`src/shared/tam_pkg.sv`:
```
package tam_pkg;

  // ----------------------------------------
  // sizes and timing
  // ----------------------------------------
  localparam int NCH = 4;
  localparam int CLK_PERIOD_NS = 40;
  localparam int TICK_TIME_NS = 1000000;
  localparam int TICK_CYC = (TICK_TIME_NS + CLK_PERIOD_NS - 1) / CLK_PERIOD_NS;

  // ----------------------------------------
  // register offsets
  // ----------------------------------------
  localparam logic [7:0] OFS_CTRL = 8'h00;
  localparam logic [7:0] OFS_STATUS = 8'h04;
  localparam logic [7:0] OFS_CMD = 8'h08;
  localparam logic [7:0] OFS_HYST = 8'h0c;
  localparam logic [7:0] OFS_DLY_NORM = 8'h10;
  localparam logic [7:0] OFS_DLY_DEF = 8'h14;
  localparam logic [7:0] OFS_LIM_BASE = 8'h20;
  localparam logic [7:0] OFS_LIM_END = 8'h3c;

  // ----------------------------------------
  // field positions
  // ----------------------------------------
  localparam int CTRL_LATCH_BIT = 0;
  localparam int CTRL_DEFCHK_BIT = 1;
  localparam int CTRL_BUZ_BIT = 2;
  localparam int CTRL_SEL_LSB = 4;
  localparam int CTRL_EN_LSB = 8;
  localparam int CTRL_W = 12;
  localparam int CMD_RESET_BIT = 0;

  // ----------------------------------------
  // reset values and bus answers
  // ----------------------------------------
  localparam logic [11:0] CTRL_RST = 12'h000;
  localparam logic [15:0] HYST_RST = 16'h0000;
  localparam logic [15:0] DLY_RST = 16'h0000;
  localparam logic [15:0] LOWER_RST = 16'h8000;
  localparam logic [15:0] UPPER_RST = 16'h7fff;
  localparam logic [1:0] RESP_OKAY = 2'h0;
  localparam logic [1:0] RESP_SLVERR = 2'h2;

  // ----------------------------------------
  // carriers
  // ----------------------------------------
  typedef struct packed {
    logic [1:0] chan;
    logic signed [15:0] value;
  } tam_sample_t;

  typedef struct packed {
    logic signed [15:0] lower;
    logic signed [15:0] upper;
  } tam_limits_t;

  typedef struct packed {
    logic violation;
    logic alarm;
  } tam_chan_state_t;

  typedef enum logic [1:0] {CH_OK, CH_WAIT, CH_ALARM} tam_chan_st_t;

endpackage

```
`src/hdl/tam_top.sv`:
```
`timescale 1ns/1ps
// Function
// - only channels selected for measurement are checked against limits.
// - a sample above upper or below lower limit by more than the hysteresis is a violation.
// - alarm only after violation lasts longer than the selected (normal or defrost) delay.
// - violation stays until the value is back between both limits by at least the hysteresis.
// - contact closes only when distance past a limit exceeds hysteresis, and without latching opens once back inside by at least it.
// - defrost check on and defrost input closed selects defrost delay.
// - limits are evaluated only with the channel's alarm enable on.
// - without latching, contact is closed exactly while the alarm persists.
// - self-sustaining mode keeps contact closed until a manual reset.
// - self-sustaining mode shows the alarm text until a manual reset.
// - reset-alarm command clears latched contact and text only if no alarm is present in that cycle, with acknowledge.
// - humidity variant sounds the buzzer during every alarm, no override.
// - temperature variant gates the buzzer by a software on/off bit.
module tam_top #(
  parameter bit HUMID_VARIANT = 1'b0,
  parameter int TICK_CYCLES = tam_pkg::TICK_CYC
) (
  input wire logic ref_clk,
  input wire logic rst,
  input wire logic [7:0] s_axi_awaddr,
  input wire logic s_axi_awvalid,
  output logic s_axi_awready,
  input wire logic [31:0] s_axi_wdata,
  input wire logic [3:0] s_axi_wstrb,
  input wire logic s_axi_wvalid,
  output logic s_axi_wready,
  output logic [1:0] s_axi_bresp,
  output logic s_axi_bvalid,
  input wire logic s_axi_bready,
  input wire logic [7:0] s_axi_araddr,
  input wire logic s_axi_arvalid,
  output logic s_axi_arready,
  output logic [31:0] s_axi_rdata,
  output logic [1:0] s_axi_rresp,
  output logic s_axi_rvalid,
  input wire logic s_axi_rready,
  input wire tam_pkg::tam_sample_t sample,
  input wire logic sample_valid,
  input wire logic defrost_input,
  output logic alarm_contact,
  output logic buzzer,
  output logic alarm_text,
  output logic alarm_ack
);
  import tam_pkg::*;

  // ----------------------------------------
  // helpers
  // ----------------------------------------
  function automatic logic [31:0] merge(input logic [31:0] old, input logic [31:0] nw,
                                        input logic [3:0] strb);
    logic [31:0] r;
    r = old;
    for (int b = 0; b < 4; b++) begin
      if (strb[b]) begin
        r[b*8 +: 8] = nw[b*8 +: 8];
      end
    end
    return r;
  endfunction

  function automatic logic addr_ok(input logic [7:0] a);
    return a[1:0] == 2'b00 && (a <= OFS_DLY_DEF || (a >= OFS_LIM_BASE && a <= OFS_LIM_END));
  endfunction

  // ----------------------------------------
  // registers
  // ----------------------------------------
  logic [11:0] ctrl_reg;
  logic [15:0] hyst_reg;
  logic [15:0] dly_norm_reg;
  logic [15:0] dly_def_reg;
  tam_limits_t lim_reg [NCH];
  logic rst_cmd_reg;

  logic latch_mode;
  logic defrost_check;
  logic buzzer_en;
  logic [3:0] chan_sel;
  logic [3:0] alarm_en;

  assign latch_mode = ctrl_reg[CTRL_LATCH_BIT];
  assign defrost_check = ctrl_reg[CTRL_DEFCHK_BIT];
  assign buzzer_en = ctrl_reg[CTRL_BUZ_BIT];
  assign chan_sel = ctrl_reg[CTRL_SEL_LSB +: 4];
  assign alarm_en = ctrl_reg[CTRL_EN_LSB +: 4];

  // ----------------------------------------
  // axi4-lite write channel
  // ----------------------------------------
  logic aw_held_reg;
  logic w_held_reg;
  logic [7:0] aw_addr_reg;
  logic [31:0] wdata_reg;
  logic [3:0] wstrb_reg;
  logic do_write;
  logic aw_held_next;
  logic w_held_next;
  logic bvalid_next;

  // address and data may come in either order; commit once both are held
  assign do_write = aw_held_reg && w_held_reg;

  always_comb begin
    aw_held_next = (aw_held_reg || (s_axi_awvalid && s_axi_awready)) && !do_write;
    w_held_next = (w_held_reg || (s_axi_wvalid && s_axi_wready)) && !do_write;
    bvalid_next = do_write || (s_axi_bvalid && !s_axi_bready);
  end

  always_ff @(posedge ref_clk or posedge rst) begin
    if (rst) begin
      aw_held_reg <= 1'b0;
      w_held_reg <= 1'b0;
      aw_addr_reg <= 8'h00;
      wdata_reg <= 32'h0000_0000;
      wstrb_reg <= 4'h0;
      s_axi_awready <= 1'b0;
      s_axi_wready <= 1'b0;
      s_axi_bvalid <= 1'b0;
      s_axi_bresp <= RESP_OKAY;
    end else begin
      aw_held_reg <= aw_held_next;
      w_held_reg <= w_held_next;
      if (s_axi_awvalid && s_axi_awready) begin
        aw_addr_reg <= s_axi_awaddr;
      end
      if (s_axi_wvalid && s_axi_wready) begin
        wdata_reg <= s_axi_wdata;
        wstrb_reg <= s_axi_wstrb;
      end
      s_axi_awready <= !aw_held_next && !bvalid_next;
      s_axi_wready <= !w_held_next && !bvalid_next;
      s_axi_bvalid <= bvalid_next;
      if (do_write) begin
        s_axi_bresp <= addr_ok(aw_addr_reg) ? RESP_OKAY : RESP_SLVERR;
      end
    end
  end

  always_ff @(posedge ref_clk or posedge rst) begin
    if (rst) begin
      ctrl_reg <= CTRL_RST;
      hyst_reg <= HYST_RST;
      dly_norm_reg <= DLY_RST;
      dly_def_reg <= DLY_RST;
      rst_cmd_reg <= 1'b0;
      for (int i = 0; i < NCH; i++) begin
        lim_reg[i].lower <= LOWER_RST;
        lim_reg[i].upper <= UPPER_RST;
      end
    end else begin
      rst_cmd_reg <= 1'b0;
      if (do_write) begin
        unique case (aw_addr_reg)
          OFS_CTRL: ctrl_reg <= 12'(merge({20'h00000, ctrl_reg}, wdata_reg, wstrb_reg));
          OFS_CMD: rst_cmd_reg <= wstrb_reg[0] && wdata_reg[CMD_RESET_BIT];
          OFS_HYST: hyst_reg <= 16'(merge({16'h0000, hyst_reg}, wdata_reg, wstrb_reg));
          OFS_DLY_NORM: dly_norm_reg <= 16'(merge({16'h0000, dly_norm_reg}, wdata_reg, wstrb_reg));
          OFS_DLY_DEF: dly_def_reg <= 16'(merge({16'h0000, dly_def_reg}, wdata_reg, wstrb_reg));
          default: begin
            for (int i = 0; i < NCH; i++) begin
              if (aw_addr_reg == OFS_LIM_BASE + 8'(i * 8)) begin
                lim_reg[i].lower <= 16'(merge({16'h0000, lim_reg[i].lower}, wdata_reg,
                                              wstrb_reg));
              end
              if (aw_addr_reg == OFS_LIM_BASE + 8'(i * 8 + 4)) begin
                lim_reg[i].upper <= 16'(merge({16'h0000, lim_reg[i].upper}, wdata_reg,
                                              wstrb_reg));
              end
            end
          end
        endcase
      end
    end
  end

  // ----------------------------------------
  // defrost input synchroniser
  // ----------------------------------------
  logic def_s1_reg;
  logic def_s2_reg;
  logic def_s3_reg;
  logic defrost_reg;

  always_ff @(posedge ref_clk or posedge rst) begin
    if (rst) begin
      def_s1_reg <= 1'b0;
      def_s2_reg <= 1'b0;
      def_s3_reg <= 1'b0;
      defrost_reg <= 1'b0;
    end else begin
      def_s1_reg <= defrost_input;
      def_s2_reg <= def_s1_reg;
      def_s3_reg <= def_s2_reg;
      if (def_s2_reg == def_s3_reg) begin
        defrost_reg <= def_s3_reg;
      end
    end
  end

  // ----------------------------------------
  // delay time base
  // ----------------------------------------
  logic [31:0] tick_cnt_reg;
  logic tick_reg;

  always_ff @(posedge ref_clk or posedge rst) begin
    if (rst) begin
      tick_cnt_reg <= 32'h0000_0000;
      tick_reg <= 1'b0;
    end else begin
      tick_reg <= (tick_cnt_reg == 32'(TICK_CYCLES - 1));
      tick_cnt_reg <= (tick_cnt_reg == 32'(TICK_CYCLES - 1)) ? 32'h0000_0000
                                                             : tick_cnt_reg + 32'h0000_0001;
    end
  end

  // ----------------------------------------
  // channels
  // ----------------------------------------
  logic [15:0] delay_sel;
  tam_chan_state_t ch_state [NCH];
  logic [NCH-1:0] ch_alarm;
  logic [NCH-1:0] ch_viol;

  // defrost delay replaces the normal one while defrost check is on and the defrost input is closed
  assign delay_sel = (defrost_check && defrost_reg) ? dly_def_reg : dly_norm_reg;

  for (genvar g = 0; g < NCH; g++) begin : g_ch
    tam_channel u_ch (
      .ref_clk(ref_clk),
      .rst(rst),
      .active(chan_sel[g] && alarm_en[g]),
      .sample_hit(sample_valid && sample.chan == 2'(g)),
      .value(sample.value),
      .limits(lim_reg[g]),
      .hyst(hyst_reg),
      .delay(delay_sel),
      .tick(tick_reg),
      .state(ch_state[g])
    );
    assign ch_alarm[g] = ch_state[g].alarm;
    assign ch_viol[g] = ch_state[g].violation;
  end

  // ----------------------------------------
  // contact, text and buzzer
  // ----------------------------------------
  logic any_alarm;
  logic latched_reg;
  logic latched_next;
  logic contact_next;

  assign any_alarm = |ch_alarm;

  // a fresh alarm wins over a reset in the same cycle, so none is lost
  assign latched_next = (latched_reg && !rst_cmd_reg) || (latch_mode && any_alarm);
  assign contact_next = any_alarm || latched_next;

  always_ff @(posedge ref_clk or posedge rst) begin
    if (rst) begin
      latched_reg <= 1'b0;
      alarm_contact <= 1'b0;
      alarm_text <= 1'b0;
      alarm_ack <= 1'b0;
      buzzer <= 1'b0;
    end else begin
      latched_reg <= latched_next;
      alarm_contact <= contact_next;
      alarm_text <= latched_next;
      alarm_ack <= rst_cmd_reg;
      buzzer <= contact_next && (HUMID_VARIANT || buzzer_en);
    end
  end

  // ----------------------------------------
  // axi4-lite read channel
  // ----------------------------------------
  logic rvalid_next;
  logic [31:0] rd_word;

  assign rvalid_next = (s_axi_arvalid && s_axi_arready) || (s_axi_rvalid && !s_axi_rready);

  always_comb begin
    rd_word = 32'h0000_0000;
    unique case (s_axi_araddr)
      OFS_CTRL: rd_word = {20'h00000, ctrl_reg};
      OFS_STATUS: rd_word = {21'h000000, defrost_reg, latched_reg, alarm_contact,
                             ch_alarm, ch_viol};
      OFS_HYST: rd_word = {16'h0000, hyst_reg};
      OFS_DLY_NORM: rd_word = {16'h0000, dly_norm_reg};
      OFS_DLY_DEF: rd_word = {16'h0000, dly_def_reg};
      default: begin
        for (int i = 0; i < NCH; i++) begin
          if (s_axi_araddr == OFS_LIM_BASE + 8'(i * 8)) begin
            rd_word = {{16{lim_reg[i].lower[15]}}, lim_reg[i].lower};
          end
          if (s_axi_araddr == OFS_LIM_BASE + 8'(i * 8 + 4)) begin
            rd_word = {{16{lim_reg[i].upper[15]}}, lim_reg[i].upper};
          end
        end
      end
    endcase
  end

  always_ff @(posedge ref_clk or posedge rst) begin
    if (rst) begin
      s_axi_arready <= 1'b0;
      s_axi_rvalid <= 1'b0;
      s_axi_rdata <= 32'h0000_0000;
      s_axi_rresp <= RESP_OKAY;
    end else begin
      s_axi_arready <= !rvalid_next;
      s_axi_rvalid <= rvalid_next;
      if (s_axi_arvalid && s_axi_arready) begin
        s_axi_rdata <= rd_word;
        s_axi_rresp <= addr_ok(s_axi_araddr) ? RESP_OKAY : RESP_SLVERR;
      end
    end
  end

  // ----------------------------------------
  // checks
  // ----------------------------------------
  a_plain_contact: assert property (
    @(posedge ref_clk) disable iff (rst) !latched_reg && !any_alarm && !latch_mode
      |=> !alarm_contact)
    else $error("contact closed without alarm in plain mode");
  a_or_drives_contact: assert property (
    @(posedge ref_clk) disable iff (rst) any_alarm |=> alarm_contact)
    else $error("channel alarm did not close contact");
  a_latch_holds: assert property (
    @(posedge ref_clk) disable iff (rst) latched_reg && !rst_cmd_reg
      |=> latched_reg && alarm_contact && alarm_text)
    else $error("latched alarm released without reset");
  a_reset_clears: assert property (
    @(posedge ref_clk) disable iff (rst) rst_cmd_reg && !any_alarm
      |=> !alarm_text && alarm_ack && !alarm_contact)
    else $error("reset command did not clear latched alarm");
  a_buzzer_gate: assert property (
    @(posedge ref_clk) disable iff (rst) buzzer |-> alarm_contact)
    else $error("buzzer on without alarm");
  a_buzzer_muted: assert property (
    @(posedge ref_clk) disable iff (rst) !HUMID_VARIANT && !buzzer_en |=> !buzzer)
    else $error("buzzer on while switched off");
  a_buzzer_forced: assert property (
    @(posedge ref_clk) disable iff (rst) HUMID_VARIANT && alarm_contact |-> buzzer)
    else $error("humidity variant buzzer silent during alarm");
  a_defrost_delay: assert property (
    @(posedge ref_clk) disable iff (rst) defrost_check && defrost_reg |-> delay_sel == dly_def_reg)
    else $error("defrost delay not selected");

endmodule

```
`src/hdl/tam_channel.sv`:
```
`timescale 1ns/1ps
module tam_channel (
  input wire logic ref_clk,
  input wire logic rst,
  input wire logic active,
  input wire logic sample_hit,
  input wire logic signed [15:0] value,
  input wire tam_pkg::tam_limits_t limits,
  input wire logic [15:0] hyst,
  input wire logic [15:0] delay,
  input wire logic tick,
  output tam_pkg::tam_chan_state_t state
);
  import tam_pkg::*;

  // ----------------------------------------
  // band test
  // ----------------------------------------
  function automatic logic signed [17:0] sx(input logic signed [15:0] v);
    return {{2{v[15]}}, v};
  endfunction

  logic signed [17:0] v_x;
  logic signed [17:0] up_x;
  logic signed [17:0] lo_x;
  logic signed [17:0] h_x;
  logic out_band;
  logic in_band;

  assign v_x = sx(value);
  assign up_x = sx(limits.upper);
  assign lo_x = sx(limits.lower);
  assign h_x = {2'b00, hyst};
  // trip and release points both sit a hysteresis away from the limit
  assign out_band = (v_x > up_x + h_x) || (v_x < lo_x - h_x);
  assign in_band = (v_x <= up_x - h_x) && (v_x >= lo_x + h_x);

  // ----------------------------------------
  // state and delay
  // ----------------------------------------
  tam_chan_st_t st_reg;
  tam_chan_st_t st_next;
  logic [15:0] cnt_reg;
  logic [15:0] cnt_next;

  always_comb begin
    st_next = st_reg;
    if (!active) begin
      st_next = CH_OK;
    end else begin
      unique case (st_reg)
        CH_OK: begin
          if (sample_hit && out_band) begin
            st_next = CH_WAIT;
          end
        end
        CH_WAIT: begin
          if (sample_hit && in_band) begin
            st_next = CH_OK;
          end else if (cnt_reg > delay) begin
            st_next = CH_ALARM;
          end
        end
        CH_ALARM: begin
          if (sample_hit && in_band) begin
            st_next = CH_OK;
          end
        end
      endcase
    end
  end

  always_comb begin
    cnt_next = cnt_reg;
    if (st_next != CH_WAIT) begin
      cnt_next = 16'h0000;
    end else if (tick && cnt_reg != 16'hffff) begin
      cnt_next = cnt_reg + 16'h0001;
    end
  end

  always_ff @(posedge ref_clk or posedge rst) begin
    if (rst) begin
      st_reg <= CH_OK;
      cnt_reg <= 16'h0000;
      state <= '0;
    end else begin
      st_reg <= st_next;
      cnt_reg <= cnt_next;
      state.violation <= (st_next != CH_OK);
      state.alarm <= (st_next == CH_ALARM);
    end
  end

  // ----------------------------------------
  // checks
  // ----------------------------------------
  a_off_stays_quiet: assert property (
    @(posedge ref_clk) disable iff (rst) !active |=> !state.violation && !state.alarm)
    else $error("inactive channel shows violation or alarm");
  a_alarm_after_delay: assert property (
    @(posedge ref_clk) disable iff (rst) $rose(state.alarm) |-> $past(cnt_reg) > $past(delay))
    else $error("alarm raised before delay elapsed");
  a_delay_restarts: assert property (
    @(posedge ref_clk) disable iff (rst) st_reg == CH_OK |-> cnt_reg == 16'h0000)
    else $error("delay count kept while in range");
  a_out_band_trips: assert property (
    @(posedge ref_clk) disable iff (rst)
      active && sample_hit && st_reg == CH_OK && out_band |=> state.violation)
    else $error("out of band sample not flagged");
  a_in_band_clears: assert property (
    @(posedge ref_clk) disable iff (rst)
      active && sample_hit && st_reg != CH_OK && in_band |=> !state.violation && !state.alarm)
    else $error("in band sample did not clear violation");

endmodule

```
`config.mk`:
```
export PLATFORM = sky130hd
export DESIGN_NAME = tam_top
export DESIGN_NICKNAME = d
export VERILOG_FILES = /design/src/shared/tam_pkg.sv /design/src/hdl/tam_top.sv /design/src/hdl/tam_channel.sv
export SDC_FILE = /design/constraint.sdc
export NUM_CORES = 2
export LEC_CHECK = 0
export ABC_AREA = 0
export BUFFER_PORTS_ARGS = -buffer_cell sky130_fd_sc_hd__buf_2
export CAP_MARGIN = 0
export CORE_ASPECT_RATIO = 1.75
export CORE_MARGIN = 1.5
export CORE_UTILIZATION = 61
export DETAILED_ROUTE_END_ITERATION = 8
export GPL_ROUTABILITY_DRIVEN = 0
export PLACE_DENSITY = 0.79
export SETUP_SLACK_MARGIN = 0.2
export SYNTH_ARGS = -nofsm -noshare
export SYNTH_HDL_FRONTEND = slang
export SYNTH_HIERARCHICAL = 1
export SYNTH_SLANG_ARGS = --single-unit
```
`constraint.sdc`:
```
create_clock -name ref_clk -period 14.8 [get_ports ref_clk]
set_clock_uncertainty 0.15 [all_clocks]
set_input_delay 2.96 -clock ref_clk [delete_from_list [all_inputs] [get_ports ref_clk]]
set_output_delay 2.96 -clock ref_clk [all_outputs]
set_load 0.005 [all_outputs]
```
==> summary.md <==
| Metric | Value |
|---|---|
| Critical Path RT | `15.12 ns` |
| Vias per cell | `6.69` |
| Clock tree buffer depth | `3` |
| Top_reg_cell synth | `dfrtp_1` |
| Skew-Pair Late Insertion Delay | `0.57 ns` |
| Synthesized cell area | `38100 sq um` |
| CP Cell Sequence | `inv_1 -> ha_1 -> nor3_1 -> o21a_1 -> nor3_1 -> o41ai_2 -> a211oi_1 -> nor2_1 -> nor2_1 -> xnor2_1 -> ha_1 -> a21oi_1 -> o21ai_1 -> a2111oi_0 -> a211oi_1 -> o221ai_2 -> a21oi_1 -> o32a_1 -> nor3_1` |
| Fill cell count | `~5300` |
| Top cells by count, synth | `625 x ha_1, 315 x inv_1, 298 x dfrtp_1` |
| Die area | `~64000 sq um` |
| GRT Overall Usage | `0.394` |
| Slowest-stage cell, CP | `a2111oi_0` |
| DRC | `0` |
| Nets@finish | `4900` |
| Dpl ws | `roughly 7.4 ns` |
| Iteration-0 DRC Markers | `approximately 2100` |
| Final hold viol count | `0` |
| Synth-to-Final Area Change | `5.63%` |
| GRT met2 Usage | `0.671` |
| Pin count of the biggest net entering global routing | `86` |
| Power Dens Cells | `between 100 and 150 nW/um^2` |
| Final critical-path required period | `approximately 8.0 ns` |
| Max stage delay on crit path | `1.17 ns` |
| Final WS setup | `6.79 ns` |
| Multi-input gate area | `27000 sq um` |
| Routed WL | `124 mm` |
| Worst-path maximum fanout | `18` |
| Cell count after synthesis | `approximately 4200` |
| Final Setup Violations | `0` |
| Share of layout cells above drive strength 1 | `0.155` |
| Sinks on Clock Net | `about 360` |
| RSZ-0062 raised after global routing | `no` |
| Met1 Use GR | `0.356` |
| Num rows | `121` |
| Final worst-path cycle share | `0.541` |
| Leak | `18.0 nW` |
| PostCTS Resize Cnt | `0` |
| Grt met3 use | `0.108` |
| Cts hold-fix bufs | `0` |
| Peak Freq | `0.125 GHz` |
| Ys async rst share | `1.00` |
| CP endpoint kind | `flip-flop` |
| Final setup TNS | `0 ns` |
| Port buffer count | `103` |
| Most common cell in the netlist | `ha_1` |
| Critical path data arrival time | `8.33 ns` |
| Non-filler cells, final | `5007` |
| Worst slew pin tran | `roughly 1.5 ns` |
| Die Y | `approximately 330 um` |
| Antenna violations before repair | `5` |
| Register area share after synthesis | `0.240` |
| Area of the core | `62100 sq um` |
| Synth cell types | `129` |
| Share of the synthesized area in the top cell type | `0.205` |
| Max-slew headroom | `-0.0300` |
| Die X | `192 um` |
| H-tree levels | `2` |
| CTS tree | `done` |
| Peak VDD IR | `0.174 mV` |
| First-pass GRT wire length | `190 mm` |
| Hold/Removal Path Class | `flip-flop to flip-flop` |
| Initial core utilization | `0.614` |
| GR peak layer | `met2` |
| DR WL/cell | `24.8 um` |
| GRT Residual Overflow | `0` |
| Most common cell on crit path | `nor3_1` |
| Vias in the first global route | `roughly 35000` |
| Final ANT Viol Nets | `0` |
| Yosys warnings | `6` |
| Max-cap violations | `1` |
| Dpl hpwl | `around 95 mm` |
| Avg Cell Area, Syn | `roughly 9.2 sq um` |
| CTS Root Cell | `clkbuf_16` |
| Number of synthesized flops with an enable pin | `0` |
| Max FFs per register | `128` |
| Number of max-slew violations in the final report | `6` |
| Post-CTS Setup Inserts | `0` |
| Failing checks | `max-capacitance violations, max-slew violations` |
| Type of origin of the critical path | `flip-flop` |
| Top post-synthesis cells by area | `ha_1 21%, dfrtp_1 20%, mux2_2 6.1%` |
| Setup Crit Path Kind | `flip-flop to flip-flop` |
| Num CTS Buffers | `34` |
| FF+latch area | `9140 sq um` |
| Yosys top cell by area | `ha_1` |
| I/O pins | `roughly 120` |
| First-pass detailed-route iteration total | `5` |
| Via count | `33500` |
| FF+latch count, synth | `362` |
| Outcome | `finished, violations left` |
| Clock transition time at the flip-flop clock pins of the worst setup and hold paths | `about 0.060 ns` |
| Placed cell count | `4943` |
critical path, delay by kind of cell (launching register included):
| kind | cells | cell delay [ns] |
|---|---|---|
| compound gates | 10 | 4.66 |
| xor+xnor | 1 | 0.39 |
| fa+ha+maj | 2 | 0.79 |
| buf+inv | 1 | 0.18 |
| flops | 1 | 0.78 |
| simple gates | 5 | 0.94 |
logic make-up (layout without fill, tap and decap cells):
| family | Yosys count | count (layout) | share of synthesized area |
|---|---|---|---|
| flip-flops | 362 | 362 | 0.240 |
| XOR/XNOR | 307 | 307 | 0.0705 |
| multiplexers | 300 | 300 | 0.0872 |
| buffers and inverters | 472 | 512 | 0.0518 |
| AND/OR/NAND/NOR | 1174 | 1174 | 0.165 |
| other | 1 | 5 | 0.0000984 |
| AO/OA/AOI/OAI | 906 | 906 | 0.172 |
| adder cells (fa/ha/maj) | 642 | 642 | 0.214 |
path summary, 6_finish.rpt:
| path | start | endpoint | slack [ns] | cells past startpoint |
|---|---|---|---|---|
| setup / recovery | hyst_reg[3]$_DFFE_PP0P_ | g_ch[2].u_ch/cnt_reg[11]$_DFFE_PP0P_ | 6.79 | 19 |
| setup reg to reg | hyst_reg[3]$_DFFE_PP0P_ | g_ch[2].u_ch/cnt_reg[11]$_DFFE_PP0P_ | 6.79 | 19 |
| hold reg to reg | def_s1_reg$_DFF_PP0_ | def_s2_reg$_DFF_PP0_ | 0.22 | 0 |
| min in group asynchronous | rst | tick_cnt_reg[0]$_DFF_PP0_ | 2.40 | 2 |
| hold / removal | def_s1_reg$_DFF_PP0_ | def_s2_reg$_DFF_PP0_ | 0.22 | 0 |
| max in group asynchronous | rst | lim_reg[19]$_DFFE_PP0P_ | 9.95 | 4 |
cell type report:
class / instances / area share
clock inverters: 14 / 0.00367
flip-flops and latches: 362 / 0.227
multi-input cells: 3331 / 0.672
repair buffers: 129 / 0.0177
inverters: 322 / 0.0302
well taps: 799 / 0.0248
diodes: 3 / 0.000186
clock buffers: 47 / 0.0249
power by group:
| part | internal (W) | switching [W] |
|---|---|---|
| clock network | 0.000514 | 0.000406 |
| registers | 0.00109 | 0.000228 |
| logic | 0.00138 | 0.00193 |
| total | 0.00298 | 0.00257 |
placed cells by master, fill, tap and decap left out, types with 30 or more instances in the layout:
master	instances
ha_1	625
buf_2	102
a211oi_1	56
xor2_1	109
nand2_1	222
inv_1	314
o21a_1	37
dfstp_2	64
mux2i_1	62
nor3_2	43
o21ai_0	123
nor3_1	124
xnor2_1	198
o31ai_1	32
nand2b_1	60
nor2b_1	51
nand4_1	91
a21oi_1	236
a21o_1	49
dfrtp_1	298
mux2_2	208
clkbuf_16	35
nand3_1	87
or3_1	30
nor2_1	292
per-stage QoR:
stage / hold WS (ns) / total power (W) / util / instance area, sq um
after global placement: 0.194 / 0.00440 / 0.630 / 39100
after detailed placement: 0.195 / 0.00449 / 0.630 / 39100
after CTS: 0.229 / 0.00542 / 0.648 / 40200
after global routing: 0.231 / 0.00592 / 0.648 / 40300
final: 0.216 / 0.00555 / 0.649 / 40300
after floorplan: 0.181 / 0.00356 / - / 38100
routing by layer:
layer	vias up	wire length, um	part of all wire
li1	15100	-	-
met1	16200	39300	0.32
met2	1395	60300	0.48
met3	810	9020	0.073
met4	6	15700	0.13
met5	-	44	0.00035
Note: power is estimated with default switching activity, not from simulation.
